**config.mk**
```make
export PLATFORM = sky130hd
export DESIGN_NAME = scl_stop_ctrl
export DESIGN_NICKNAME = d
export VERILOG_FILES = /design/src/verilog/scl_pkg.sv /design/src/verilog/scl_stop_ctrl.sv /design/src/verilog/scl_quality_check.sv
export SDC_FILE = /design/constraint.sdc
export NUM_CORES = 1
export LEC_CHECK = 0
export BUFFER_PORTS_ARGS = -buffer_cell sky130_fd_sc_hd__buf_2
export CAP_MARGIN = 25
export CORE_MARGIN = 2
export CORE_UTILIZATION = 65
export CTS_BUF_LIST = sky130_fd_sc_hd__clkbuf_8
export CTS_CLUSTER_SIZE = 20
export DETAILED_ROUTE_END_ITERATION = 8
export PLACE_DENSITY_LB_ADDON = 0.05
export SYNTH_ARGS = -nofsm -noshare
export SYNTH_HDL_FRONTEND = slang
export SYNTH_HIERARCHICAL = 1
export SYNTH_SLANG_ARGS = --single-unit
```
**constraint.sdc**
```tcl
create_clock -name clock_i -period 4.37 [get_ports clock_i]
set_clock_uncertainty 0.05 [all_clocks]
set_input_delay 0.874 -clock clock_i [delete_from_list [all_inputs] [get_ports clock_i]]
set_output_delay 0.874 -clock clock_i [all_outputs]
set_load 0.02 [all_outputs]
```
**src/verilog/scl_pkg.sv**
```systemverilog
// Constants, types and layouts for the stop-mode clock loss and wake-up controller
package scl_pkg;

   localparam int ADDR_W = 3;
   localparam int DATA_W = 8;
   localparam int FLAG_W = 4;

   // Register word offsets
   localparam logic [ADDR_W-1:0] OFS_CTRL   = 3'h0;
   localparam logic [ADDR_W-1:0] OFS_STATUS = 3'h1;
   localparam logic [ADDR_W-1:0] OFS_CLEAR  = 3'h2;
   localparam logic [ADDR_W-1:0] OFS_ENABLE = 3'h3;
   localparam logic [ADDR_W-1:0] OFS_STATE  = 3'h4;

   // Control field positions
   localparam int CTRL_MON    = 0;
   localparam int CTRL_SELF   = 1;
   localparam int CTRL_PSEL   = 2;
   localparam int CTRL_PLL    = 3;
   localparam int CTRL_W      = 4;

   // Status, clear and enable bit positions
   localparam int FLG_SLF   = 0;
   localparam int FLG_MFAIL = 1;
   localparam int FLG_GOOD  = 2;
   localparam int FLG_TMO   = 3;

   typedef struct packed {
      logic pll_select;
      logic pseudo_stop_select;
      logic self_clock_mode_enable;
      logic clock_monitor_enable;
   } scl_cfg_s;

   typedef struct packed {
      logic clocks_released;
      logic in_stop;
      logic sys_clk_pll;
      logic self_clock_mode;
      logic pll_enable;
      logic regulator_enable;
   } scl_clk_s;

   localparam scl_cfg_s          CFG_RST  = 4'h3;
   localparam logic [FLAG_W-1:0] FLAG_RST = 4'h0;
   localparam logic [FLAG_W-1:0] IEN_RST  = 4'h0;
   localparam scl_clk_s          CLK_RST  = 6'h23;

   typedef enum logic [3:0] {
      ST_RUN    = 4'h1,
      ST_PSTOP  = 4'h2,
      ST_FSTOP  = 4'h4,
      ST_FCHECK = 4'h8
   } scl_state_e;

   // Timing
   localparam int CLOCK_PERIOD_NS = 50;
   localparam int LOSS_TIME_NS    = 3200;
   localparam int LOSS_CYCLES     = (LOSS_TIME_NS + CLOCK_PERIOD_NS - 1) / CLOCK_PERIOD_NS;
   localparam int MAX_WINDOWS     = 50;
   localparam int GOOD_OSC_CYCLES = 4096;
   localparam int WINDOW_CYCLES   = 16384;
   localparam int SYNC_STAGES     = 3;

endpackage : scl_pkg

```
**src/verilog/scl_stop_ctrl.sv**
```systemverilog
// Stop-mode clock loss handling and wake-up controller with register port
//
// Summary of operation
// (RULE1) Monitor on, self-clock off: loss resets at once
// (RULE2) Self-clock, interrupt off: stay stopped, start checks
// (RULE3) Good oscillator ends self-clock, PLL, regulator
// (RULE4) Recovered: interrupt or reset exits on oscillator
// (RULE5) Unrecovered: checks repeat forever in pseudo-stop
// (RULE6) Unrecovered exit runs on PLL in self-clock
// (RULE7) Interrupt enabled: loss flag wakes onto PLL
// (RULE8) Only interrupt or external reset leaves full stop
// (RULE9) Full-stop reset: defaults, then up to 50 windows
// (RULE10) Check done starts reset generator, then run
// (RULE11) Full-stop interrupt wake: up to 50 windows
// (RULE12) Successful check releases all clocks
// (RULE13) All windows fail: self-clock or monitor reset
// (RULE14) Stop exit clears PLL select; software resets it
// (RULE15) Clock monitor inactive during full stop
// (RULE16) Pseudo-stop select picks pseudo or full stop
// (RULE17) Window count and length are checker parameters
`timescale 1ns/1ns
module scl_stop_ctrl #(
   parameter int WINDOW_CYCLES = scl_pkg::WINDOW_CYCLES,
   parameter int GOOD_EDGES    = scl_pkg::GOOD_OSC_CYCLES,
   parameter int MAX_WINDOWS   = scl_pkg::MAX_WINDOWS,
   parameter int LOSS_CYCLES   = scl_pkg::LOSS_CYCLES
) (
   input  wire logic                        clock_i,
   input  wire logic                        rst_b_i,
   input  wire logic [scl_pkg::ADDR_W-1:0]  addr_i,
   input  wire logic [scl_pkg::DATA_W-1:0]  wdata_i,
   input  wire logic                        wr_i,
   input  wire logic                        rd_i,
   output logic      [scl_pkg::DATA_W-1:0]  rdata_o,
   input  wire logic                        stop_req_i,
   input  wire logic                        wake_irq_i,
   input  wire logic                        ext_reset_b_i,
   input  wire logic                        osc_clock_i,
   output scl_pkg::scl_clk_s                clk_ctl_o,
   output logic                             monitor_fail_reset_o,
   output logic                             reset_start_o,
   output logic                             irq_o
);
   import scl_pkg::*;

   localparam int LW = $clog2(LOSS_CYCLES + 1);

   // Pin synchronisers and clock monitor
   logic [SYNC_STAGES-1:0] osc_sync_ff, nxt_osc_sync, rst_sync_ff, nxt_rst_sync;
   logic                   osc_flt_ff, nxt_osc_flt, rst_flt_ff, nxt_rst_flt;
   logic [LW-1:0]          loss_cnt_ff, nxt_loss_cnt;
   logic                   loss_ff, nxt_loss, loss_evt_ff, nxt_loss_evt;
   logic                   osc_rise, ext_fall;

   assign osc_rise = (osc_sync_ff[1] == osc_sync_ff[2]) && osc_sync_ff[2] && !osc_flt_ff;
   assign ext_fall = (rst_sync_ff[1] == rst_sync_ff[2]) && !rst_sync_ff[2] && rst_flt_ff;

   always_comb begin
      nxt_osc_sync = {osc_sync_ff[1:0], osc_clock_i};
      nxt_rst_sync = {rst_sync_ff[1:0], ext_reset_b_i};
      nxt_osc_flt  = (osc_sync_ff[1] == osc_sync_ff[2]) ? osc_sync_ff[2] : osc_flt_ff;
      nxt_rst_flt  = (rst_sync_ff[1] == rst_sync_ff[2]) ? rst_sync_ff[2] : rst_flt_ff;
      nxt_loss_cnt = loss_cnt_ff;
      nxt_loss     = loss_ff;
      if (osc_rise) begin
         nxt_loss_cnt = '0;
         nxt_loss     = 1'b0;
      end else if (loss_cnt_ff != LW'(LOSS_CYCLES - 1)) begin
         nxt_loss_cnt = loss_cnt_ff + LW'(1);
      end else begin
         nxt_loss = 1'b1;
      end
      nxt_loss_evt = nxt_loss && !loss_ff;
   end

   always_ff @(posedge clock_i) begin
      if (!rst_b_i) begin
         osc_sync_ff <= '0;
         rst_sync_ff <= '1;
         osc_flt_ff  <= 1'b0;
         rst_flt_ff  <= 1'b1;
         loss_cnt_ff <= '0;
         loss_ff     <= 1'b0;
         loss_evt_ff <= 1'b0;
      end else begin
         osc_sync_ff <= nxt_osc_sync;
         rst_sync_ff <= nxt_rst_sync;
         osc_flt_ff  <= nxt_osc_flt;
         rst_flt_ff  <= nxt_rst_flt;
         loss_cnt_ff <= nxt_loss_cnt;
         loss_ff     <= nxt_loss;
         loss_evt_ff <= nxt_loss_evt;
      end
   end

   // Quality checker
   logic chk_start, chk_lim, chk_abort, chk_good, chk_tmo, chk_busy;

   scl_quality_check #(
      .WINDOW_CYCLES (WINDOW_CYCLES),
      .GOOD_EDGES    (GOOD_EDGES),
      .MAX_WINDOWS   (MAX_WINDOWS)
   ) u_check (
      .clock_i    (clock_i),
      .rst_b_i    (rst_b_i),
      .start_i    (chk_start),
      .limited_i  (chk_lim),
      .abort_i    (chk_abort),
      .osc_edge_i (osc_rise),
      .good_o     (chk_good),
      .timeout_o  (chk_tmo),
      .busy_o     (chk_busy)
   );

   // Control state and registers
   scl_state_e        state_ff, nxt_state;
   scl_cfg_s          cfg_ff, nxt_cfg;
   scl_clk_s          clk_ff, nxt_clk;
   logic [FLAG_W-1:0] flag_ff, nxt_flag, ien_ff, nxt_ien, flag_set;
   logic [DATA_W-1:0] rdata_ff, nxt_rdata;
   logic              slf_ff, nxt_slf, wake_rst_ff, nxt_wake_rst;
   logic              mfr_ff, nxt_mfr, rstart_ff, nxt_rstart, irq_ff, nxt_irq;
   logic              mon_active, mon_loss;

   assign mon_active = cfg_ff.clock_monitor_enable
                       && state_ff != ST_FSTOP && state_ff != ST_FCHECK; // RULE15
   assign mon_loss   = mon_active && loss_evt_ff;

   always_comb begin
      nxt_state    = state_ff;
      nxt_cfg      = cfg_ff;
      nxt_flag     = flag_ff;
      nxt_ien      = ien_ff;
      nxt_slf      = slf_ff;
      nxt_wake_rst = wake_rst_ff;
      nxt_mfr      = 1'b0;
      nxt_rstart   = 1'b0;
      nxt_rdata    = '0;
      flag_set     = '0;
      chk_start    = 1'b0;
      chk_lim      = 1'b0;
      chk_abort    = 1'b0;
      if (wr_i) begin
         unique case (addr_i)
            OFS_CTRL:   nxt_cfg  = wdata_i[CTRL_W-1:0];
            OFS_CLEAR:  nxt_flag = flag_ff & ~wdata_i[FLAG_W-1:0];
            OFS_ENABLE: nxt_ien  = wdata_i[FLAG_W-1:0];
            default:    ;
         endcase
      end
      if (rd_i) begin
         unique case (addr_i)
            OFS_CTRL:   nxt_rdata = {{(DATA_W-CTRL_W){1'b0}}, cfg_ff};
            OFS_STATUS: nxt_rdata = {{(DATA_W-FLAG_W){1'b0}}, flag_ff};
            OFS_ENABLE: nxt_rdata = {{(DATA_W-FLAG_W){1'b0}}, ien_ff};
            OFS_STATE:  nxt_rdata = {2'h0, chk_busy, slf_ff, state_ff};
            default:    nxt_rdata = '0;
         endcase
      end
      // Oscillator back while running on self-clock
      if (chk_good && slf_ff && state_ff != ST_FCHECK) begin
         nxt_slf = 1'b0; // RULE3
      end
      // Loss while running or in pseudo-stop
      if ((state_ff == ST_RUN || state_ff == ST_PSTOP) && mon_loss && !ext_fall) begin
         if (!cfg_ff.self_clock_mode_enable) begin
            nxt_mfr   = 1'b1; // RULE1
            nxt_cfg   = CFG_RST;
            nxt_state = ST_RUN;
         end else begin
            nxt_slf            = 1'b1; // RULE2
            chk_start          = 1'b1;
            flag_set[FLG_SLF]  = 1'b1;
            if (ien_ff[FLG_SLF]) begin
               nxt_state = ST_RUN; // RULE7
            end
         end
      end
      unique case (state_ff)
         ST_RUN: begin
            if (stop_req_i && !mon_loss) begin
               if (cfg_ff.pseudo_stop_select) begin // RULE16
                  nxt_state = ST_PSTOP;
               end else begin
                  // Full stop halts any check; a fresh one runs on exit
                  nxt_state = ST_FSTOP;
                  chk_abort = 1'b1;
               end
            end
         end
         ST_PSTOP: begin
            if (ext_fall) begin
               nxt_cfg    = CFG_RST; // RULE4
               nxt_rstart = 1'b1;
               nxt_state  = ST_RUN;
            end else if (wake_irq_i && !mon_loss) begin
               nxt_state = ST_RUN; // RULE6
            end
         end
         ST_FSTOP: begin
            if (ext_fall) begin
               nxt_cfg      = CFG_RST; // RULE9
               nxt_wake_rst = 1'b1;
               chk_start    = 1'b1;
               chk_lim      = 1'b1;
               nxt_state    = ST_FCHECK;
            end else if (wake_irq_i) begin
               nxt_wake_rst = 1'b0; // RULE11
               chk_start    = 1'b1;
               chk_lim      = 1'b1;
               nxt_state    = ST_FCHECK; // RULE8
            end
         end
         ST_FCHECK: begin
            if (chk_good) begin
               nxt_slf    = 1'b0; // RULE12
               nxt_rstart = wake_rst_ff; // RULE10
               nxt_state  = ST_RUN;
            end else if (chk_tmo) begin
               nxt_state = ST_RUN;
               if (wake_rst_ff || cfg_ff.self_clock_mode_enable) begin
                  nxt_slf    = 1'b1; // RULE13
                  nxt_rstart = wake_rst_ff;
                  chk_start  = 1'b1;
                  flag_set[FLG_SLF] = !wake_rst_ff;
               end else begin
                  nxt_mfr = 1'b1; // RULE13
                  nxt_cfg = CFG_RST;
               end
            end
         end
      endcase
      // Any stop exit clears PLL select, so the exit lands on the oscillator unless self-clock keeps it on the PLL
      if (state_ff != ST_RUN && nxt_state == ST_RUN) begin
         nxt_cfg.pll_select = 1'b0; // RULE14
      end
      flag_set[FLG_MFAIL] = nxt_mfr;
      flag_set[FLG_GOOD]  = chk_good;
      flag_set[FLG_TMO]   = chk_tmo;
      // Hardware set wins over a clear in the same cycle
      nxt_flag = nxt_flag | flag_set;
      nxt_irq  = |(nxt_flag & nxt_ien);
      nxt_clk.clocks_released  = nxt_state == ST_RUN;
      nxt_clk.in_stop          = nxt_state != ST_RUN;
      nxt_clk.sys_clk_pll      = nxt_slf || nxt_cfg.pll_select; // RULE6
      nxt_clk.self_clock_mode  = nxt_slf;
      nxt_clk.pll_enable       = nxt_slf || nxt_state == ST_RUN; // RULE3
      nxt_clk.regulator_enable = nxt_slf || nxt_state == ST_RUN;
   end

   always_ff @(posedge clock_i) begin
      if (!rst_b_i) begin
         state_ff    <= ST_RUN;
         cfg_ff      <= CFG_RST;
         flag_ff     <= FLAG_RST;
         ien_ff      <= IEN_RST;
         slf_ff      <= 1'b0;
         wake_rst_ff <= 1'b0;
         mfr_ff      <= 1'b0;
         rstart_ff   <= 1'b0;
         irq_ff      <= 1'b0;
         rdata_ff    <= '0;
         clk_ff      <= CLK_RST;
      end else begin
         state_ff    <= nxt_state;
         cfg_ff      <= nxt_cfg;
         flag_ff     <= nxt_flag;
         ien_ff      <= nxt_ien;
         slf_ff      <= nxt_slf;
         wake_rst_ff <= nxt_wake_rst;
         mfr_ff      <= nxt_mfr;
         rstart_ff   <= nxt_rstart;
         irq_ff      <= nxt_irq;
         rdata_ff    <= nxt_rdata;
         clk_ff      <= nxt_clk;
      end
   end

   assign rdata_o              = rdata_ff;
   assign clk_ctl_o            = clk_ff;
   assign monitor_fail_reset_o = mfr_ff;
   assign reset_start_o        = rstart_ff;
   assign irq_o                = irq_ff;
endmodule : scl_stop_ctrl

```
**src/verilog/scl_quality_check.sv**
```systemverilog
// Clock quality checker: counts oscillator edges inside repeated check windows
`timescale 1ns/1ns
module scl_quality_check #(
   parameter int WINDOW_CYCLES = 16384,
   parameter int GOOD_EDGES    = 4096,
   parameter int MAX_WINDOWS   = 50
) (
   input  wire logic clock_i,
   input  wire logic rst_b_i,
   input  wire logic start_i,
   input  wire logic limited_i,
   input  wire logic abort_i,
   input  wire logic osc_edge_i,
   output logic      good_o,
   output logic      timeout_o,
   output logic      busy_o
);
   localparam int WW = $clog2(WINDOW_CYCLES);
   localparam int EW = $clog2(GOOD_EDGES + 1);
   localparam int NW = $clog2(MAX_WINDOWS + 1);

   logic          busy_ff, nxt_busy, lim_ff, nxt_lim, good_ff, nxt_good, tmo_ff, nxt_tmo;
   logic [WW-1:0] win_ff, nxt_win;
   logic [EW-1:0] edge_ff, nxt_edge;
   logic [NW-1:0] nwin_ff, nxt_nwin;

   always_comb begin
      nxt_busy = busy_ff;
      nxt_lim  = lim_ff;
      nxt_win  = win_ff;
      nxt_edge = edge_ff;
      nxt_nwin = nwin_ff;
      nxt_good = 1'b0;
      nxt_tmo  = 1'b0;
      if (abort_i) begin
         nxt_busy = 1'b0;
      end else if (start_i) begin
         nxt_busy = 1'b1;
         nxt_lim  = limited_i;
         nxt_win  = '0;
         nxt_edge = '0;
         nxt_nwin = '0;
      end else if (busy_ff) begin
         if (osc_edge_i && edge_ff == EW'(GOOD_EDGES - 1)) begin // RULE3
            nxt_good = 1'b1;
            nxt_busy = 1'b0;
         end else if (win_ff == WW'(WINDOW_CYCLES - 1)) begin // RULE17
            // A window ran out; start a fresh one from zero edges
            nxt_win  = '0;
            nxt_edge = '0;
            nxt_nwin = nwin_ff + NW'(1);
            if (lim_ff && nwin_ff == NW'(MAX_WINDOWS - 1)) begin // RULE11
               nxt_tmo  = 1'b1;
               nxt_busy = 1'b0;
            end else if (!lim_ff) begin // RULE5
               nxt_nwin = '0;
            end
         end else begin
            nxt_win = win_ff + WW'(1);
            if (osc_edge_i) begin
               nxt_edge = edge_ff + EW'(1);
            end
         end
      end
   end

   always_ff @(posedge clock_i) begin
      if (!rst_b_i) begin
         busy_ff <= 1'b0;
         lim_ff  <= 1'b0;
         win_ff  <= '0;
         edge_ff <= '0;
         nwin_ff <= '0;
         good_ff <= 1'b0;
         tmo_ff  <= 1'b0;
      end else begin
         busy_ff <= nxt_busy;
         lim_ff  <= nxt_lim;
         win_ff  <= nxt_win;
         edge_ff <= nxt_edge;
         nwin_ff <= nxt_nwin;
         good_ff <= nxt_good;
         tmo_ff  <= nxt_tmo;
      end
   end

   assign good_o    = good_ff;
   assign timeout_o = tmo_ff;
   assign busy_o    = busy_ff;
endmodule : scl_quality_check

```
# After elaboration in Yosys (flattened, before gate mapping)
# Index checks and enable logic that the tools add are counted.
# classes
n_addsub,4
eq_ne,20
n_mux,89
bitwise,8
n_reduce_logical,44
# ops
cell,n
4-bit 2-to-1 mux,22
13-bit 2-to-1 mux,5
14-bit 2-to-1 mux,4
1-bit 2-to-1 mux,46
6-bit 2-to-1 mux,6
6-bit one-hot mux with 4 select lines,1
1-bit logical AND,17
4-bit one-hot mux with 4 select lines,1
14-bit by 1-bit adder with 14-bit output (second input constant),1
14-bit == test (second input constant),1
13-bit by 1-bit adder with 13-bit output (second input constant),1
13-bit by 12-bit == test with 1-bit output (second input constant),1
4-bit AND,2
4-bit by 1-bit == test with 1-bit output (second input constant),2
4-bit by 1-bit != test with 1-bit output (second input constant),2
4-bit one-hot mux with 2 select lines,1
4-bit AND reduction,2
4-bit OR reduction,2
7-bit by 1-bit adder with 7-bit output (second input constant),1
7-bit by 6-bit != test with 1-bit output (second input constant),1
6-bit by 1-bit adder with 6-bit output (second input constant),1
3-bit by 2-bit == test with 1-bit output (second input constant),2
6-bit == test (second input constant),1
1-bit zero test,6
22 further kinds,36
# word_totals
regBits,87
in_bits,19
out_inout_bits,17
wordCells,196

# Logic depth before layout (Yosys ltp)
# depth
word_depth,14
mapped_depth,13
mapped_depth_nobuf,11

# By module
# The synthesis kept the hierarchy.
# modules_own_cells
module,instances,cells_per_inst,area_each_um2,seq_area_each_um2
scl_stop_ctrl,1,259,2324.7,960.9
scl_quality_check,1,241,2039.5,740.7

# Least setup slack after synthesis
# Ideal clock, no wire load.
# synth_timing
kind,input to register
startpoint,input port wake_irq_i
endpoint,register u_check.win_ff[8]
setup_ns,0.070
arrival_ns,2.834
required_ns,4.250
slack_ns,1.416
cell_stages,10
n_path_buf,2
cell_sequence,a21oi_1 > nor2b_1 > or2_2 > inv_1 > o41a_1 > buf_4 > o211ai_2 > clkbuf_2 > or4_2 > a21oi_1
# synth_via
elab_chain_len,5
word_cells_on_any_way,7
cone_classes,eq/ne: 1; mux: 4; reduce/logical: 2
# synth_rtl
item,line_no,source
"start, declared",scl_stop_ctrl.sv:36,"input wire logic wake_irq_i,"
1-bit 2-to-1 mux (*),scl_stop_ctrl.sv:207,end else if (wake_irq_i) begin
1-bit 2-to-1 mux (*),scl_stop_ctrl.sv:201,if (ext_fall) begin
1-bit one-hot mux with 2 select lines (*),scl_stop_ctrl.sv:179,unique case (state_ff)
named net chk_start,scl_stop_ctrl.sv:97,"logic chk_start, chk_lim, chk_abort, chk_good, chk_tmo, chk_busy;"
2-bit != test (no source line) or 2-bit nonzero test (tied branches),-,
3-bit AND reduction (no source line),-,
"end signal, assigned",scl_quality_check.sv:79,win_ff <= nxt_win;
"end, declared",scl_quality_check.sv:23,"logic [WW-1:0] win_ff, nxt_win;"
# Mark *: on every way through the listed nets, which the timed path passes. The rest lies on a longest branch.
# A chain may end at the register's enable or synchronous reset.

# Worst setup path after layout
# layout_timing
startpoint,register rst_sync_ff[1]
endpoint,register u_check.win_ff[8]
# layout_via
elab_chain_len,12
word_cells_on_any_way,16
cone_classes,eq/ne: 2; mux: 8; reduce/logical: 6
# layout_rtl
item,line_no,source
"start, declared",scl_stop_ctrl.sv:49,"logic [SYNC_STAGES-1:0] osc_sync_ff, nxt_osc_sync, rst_sync_ff, nxt_rst_sync;"
"start signal, assigned",scl_stop_ctrl.sv:87,rst_sync_ff <= nxt_rst_sync;
1-bit == test (*),scl_stop_ctrl.sv:56,assign ext_fall = (rst_sync_ff[1] == rst_sync_ff[2]) && !rst_sync_ff[2] && rst_flt_ff;
1-bit logical AND (*) (2 in series),scl_stop_ctrl.sv:56,
1-bit zero test,scl_stop_ctrl.sv:165,if ((state_ff == ST_RUN || state_ff == ST_PSTOP) && mon_loss && !ext_fall) begin
1-bit logical AND,scl_stop_ctrl.sv:165,
1-bit 2-to-1 mux,scl_stop_ctrl.sv:165,
1-bit 2-to-1 mux,scl_stop_ctrl.sv:221,if (wake_rst_ff || cfg_ff.self_clock_mode_enable) begin
1-bit 2-to-1 mux,scl_stop_ctrl.sv:219,end else if (chk_tmo) begin
1-bit 2-to-1 mux,scl_stop_ctrl.sv:215,if (chk_good) begin
1-bit one-hot mux with 2 select lines (*),scl_stop_ctrl.sv:179,
named net chk_start,scl_stop_ctrl.sv:97,
2-bit != test (no source line) or 2-bit nonzero test (tied branches),-,
3-bit AND reduction (no source line),-,
# Marked as above.

==> impl_results.md <==
* Clk pwr share at 39.3%
* Slew Limit Fails at 0
* Hold Startpoint: rst_sync_ff[0]$_SDFF_PN1_
* Critical-path top delay cell: or4_2
* Critical path launch point: rst_sync_ff[1]$_SDFF_PN1_
* Worst setup EP type: flip-flop
* Max FO, Critical Path at 18
* CP max stage delay at 0.54 ns
* Sequential share of power at 52.8%
* Critical R2R Capture: u_check/win_ff[8]$_SDFFE_PN0P_
* Register area share after synthesis at 39.0%
* Number of global-route vias before repair at 3312
* Die footprint at 7390 µm²
* Post-DP HPWL at 6230 µm
* Initial antenna violation count at 0
* Switching share of power at 24.4%
* Tcrit/Tclk final at 79.1%
* Max-cap check violation count at 0
* Post-synth top area share at 39.0%
* Fmax at 289 MHz
* CP arrival at 3.67 ns
* Internal at 1.15 mW
* Die W at 85.9 µm
* Biggest area consumer among synthesized cells: dfxtp_1
* Area added between synthesis and finish at 7.02%
* Hold Path Class: flip-flop to flip-flop
* Reg2reg start: rst_sync_ff[1]$_SDFF_PN1_
* Worst Path Required at 4.58 ns
* R2r worst-path depth at 12
* Number of synthesized flops with an enable pin at 0
* CTS Buf Count at 9
* CTS tree: built
* Global route total overflow at 0
* Setup bufs post-CTS at 0
* WL final at 9190 µm
* Reg-to-reg slack, setup at 0.91 ns
* Switching power at 371 µW
* DRT iter0 DRCs at 197
* Comb power frac at 7.8%
* Ys flop type: dfxtp_1
* DR WL/cell at 15.4 µm
* Most frequent cells in the layout: dfxtp_1 (85), nor2_1 (51), a21oi_1 (39), nand2_1 (39), buf_2 (29)
* DR top layer: met4
* Rows at 29
* DRC viols at 0
* Root buffer cell: clkbuf_8
* Hold path endpoint: rst_sync_ff[1]$_SDFF_PN1_
* Initial Util at 68.0%
* WS Path Type: flip-flop to flip-flop
* Sum Neg Setup Slack at 0 ns
* Number of I/O port buffers at 29
* Final setup viols at 0
* Final net count at 540
* Total track usage at 25.8%
* Final Hold Viols at 0
* Via count at 3726
* Largest net degree at the start of global routing at 39
* Avg Inst Size Synth at 8.73 µm²
* Total chip power at 1.52 mW
* DRT antenna net count at 0
* Status: complete, no violations
* Layout cells sized above 1 at 15.8%
* Critical path's most frequent cell: a21oi_1
* Clock transition at path regs at 0.08 ns
* Die height at 85.9 µm
* Clock buffer depth at 2
* ANT cells at 0
* Initial DRT Pass Iterations at 5
* Max-slew headroom at 45.1%
* I/O pins at 36
* P per Cell Area at 325 nW/µm²
* First-pass GRT wire length at 15300 µm
* Synthesized instance count at 500
* Critical Path, Cell by Cell: inv_1, ha_1, a211oi_1, nand3_2, a21oi_1, or2_2, nor2_1, nor2_2, o211ai_2, buf_4, or4_2, a21oi_1
* WL met2 at 4190 µm
* Leak pwr at 1.75 nW
* Synth Warn # at 6
* RSZ-0062 raised after global routing: false
* Slew @ Worst Pin at 0.820 ns
* Yosys cell types at 79
* Htree depth at 3
* Resized cells post-CTS at 0
* Clock Latency Late Sink at 0.36 ns
* CTS Sinks at 85
* Synth Cell Area at 4360 µm²
* Share of flip-flops with an asynchronous set or reset at 0%
* Peak supply drop at 0.245 mV
* Post-layout min period at 3.46 ns
* Largest cells by area after synthesis: dfxtp_1 (39%), a21oi_1 (4.5%), nor2_1 (4.4%), mux2i_1 (3.4%), nand2_1 (3.4%)
* Routability Congestion at 0.951
* Crit path launch type: flip-flop
* Vias/cell at 6.25
* M1 WL at 4410 µm
* FF+latch count, synth at 85
* WL met3 at 505 µm
* Core area at 6420 µm²
* CTS Hold Bufs at 0
* Commonest non-fill, non-tap cell in the layout: dfxtp_1
* Worst hold path cell count at 1
[flip-flops by register name, summed over array words and instances (netlist names), 3 cells and up]
name	cells
rst_sync_ff	3
osc_sync_ff	3
cfg_ff	4
state_ff	4
loss_cnt_ff	7
u_check/win_ff	14
u_check/nwin_ff	6
flag_ff	4
rdata_o	6
clk_ctl_o	4
u_check/edge_ff	13
ien_ff	4
[worst max-delay path by stage]
stage,end,slack (ns)
2_1_floorplan,u_check/win_ff[8]$_SDFFE_PN0P_,1.42
3_3_place_gp,u_check/win_ff[8]$_SDFFE_PN0P_,0.96
3_5_place_dp,u_check/win_ff[8]$_SDFFE_PN0P_,0.95
4_1_cts,u_check/win_ff[8]$_SDFFE_PN0P_,0.95
5_1_grt,u_check/win_ff[8]$_SDFFE_PN0P_,0.65
6_report,u_check/win_ff[8]$_SDFFE_PN0P_,0.91
[synthesized netlist by cell type, types with 7 or more instances]
cell	number
dfxtp_1	85
nor2_1	51
a21oi_1	39
nand2_1	39
o21ai_0	25
inv_1	16
nand3_1	16
mux2i_1	15
nand4_1	14
or4_1	14
clkbuf_1	13
buf_4	10
and2_1	9
nor3_1	8
o21ai_1	8
ha_1	7
nor2b_1	7
or3_1	7
[worst max-delay path: cells and delay by family, from the launching register on]
family                     cells  cell delay (ns)
DFF                            1             0.31
adders and majority gates      1             0.25
buffers and inverters          2             0.28
and+or+nand+nor                5             1.48
AOI/OAI and AO/OA              4             0.98
[metrics by stage]
stage	utilization, %	hold WS, ns	setup slack [ns]	cells	cell area (µm²)
2_1_floorplan	-	0.336	1.42	501	4370
3_3_place_gp	69.4	0.354	0.958	580	4460
3_5_place_dp	69.4	0.356	0.946	580	4460
4_1_cts	72.7	0.380	0.947	596	4670
5_1_grt	72.7	0.401	0.649	596	4670
6_report	72.7	0.376	0.912	596	4670
[routing by layer]
metal | vias to the layer above | global-route usage (%)
met2 | 115 | 40.1
met3 | 10 | 5.39
met1 | 1755 | 35.3
met4 | 0 | 9.52
li1 | 1846 | -
met5 | - | 0
[final cells by class]
cell class | instances | area (µm²)
timing repair buffer | 35 | 190
inverter | 17 | 63.8
fill | 507 | 1750
clock inverter | 7 | 91.3
clock buffer | 9 | 124
tap | 77 | 96.3
multi-input combinational | 366 | 2400
sequential | 85 | 1700
[kinds of logic after synthesis]
kind of cell / synth area share (%)
AO/OA/AOI/OAI: 20.3
XOR/XNOR: 1.58
adder cells (fa/ha/maj): 2.01
buffers and inverters: 6.02
flip-flops: 39.0
multiplexers: 3.70
other: 0.0859
AND/OR/NAND/NOR: 27.4
[power by group through the flow]
stage	Clock [mW]	Combinational, mW	Sequential [mW]
2_1_floorplan	0	0.0948	0.817
3_3_place_gp	0	0.116	0.820
3_5_place_dp	0	0.118	0.820
4_1_cts	0.610	0.119	0.802
5_1_grt	0.641	0.132	0.805
6_report	0.598	0.119	0.803
Power figures use the tool's default switching activity.
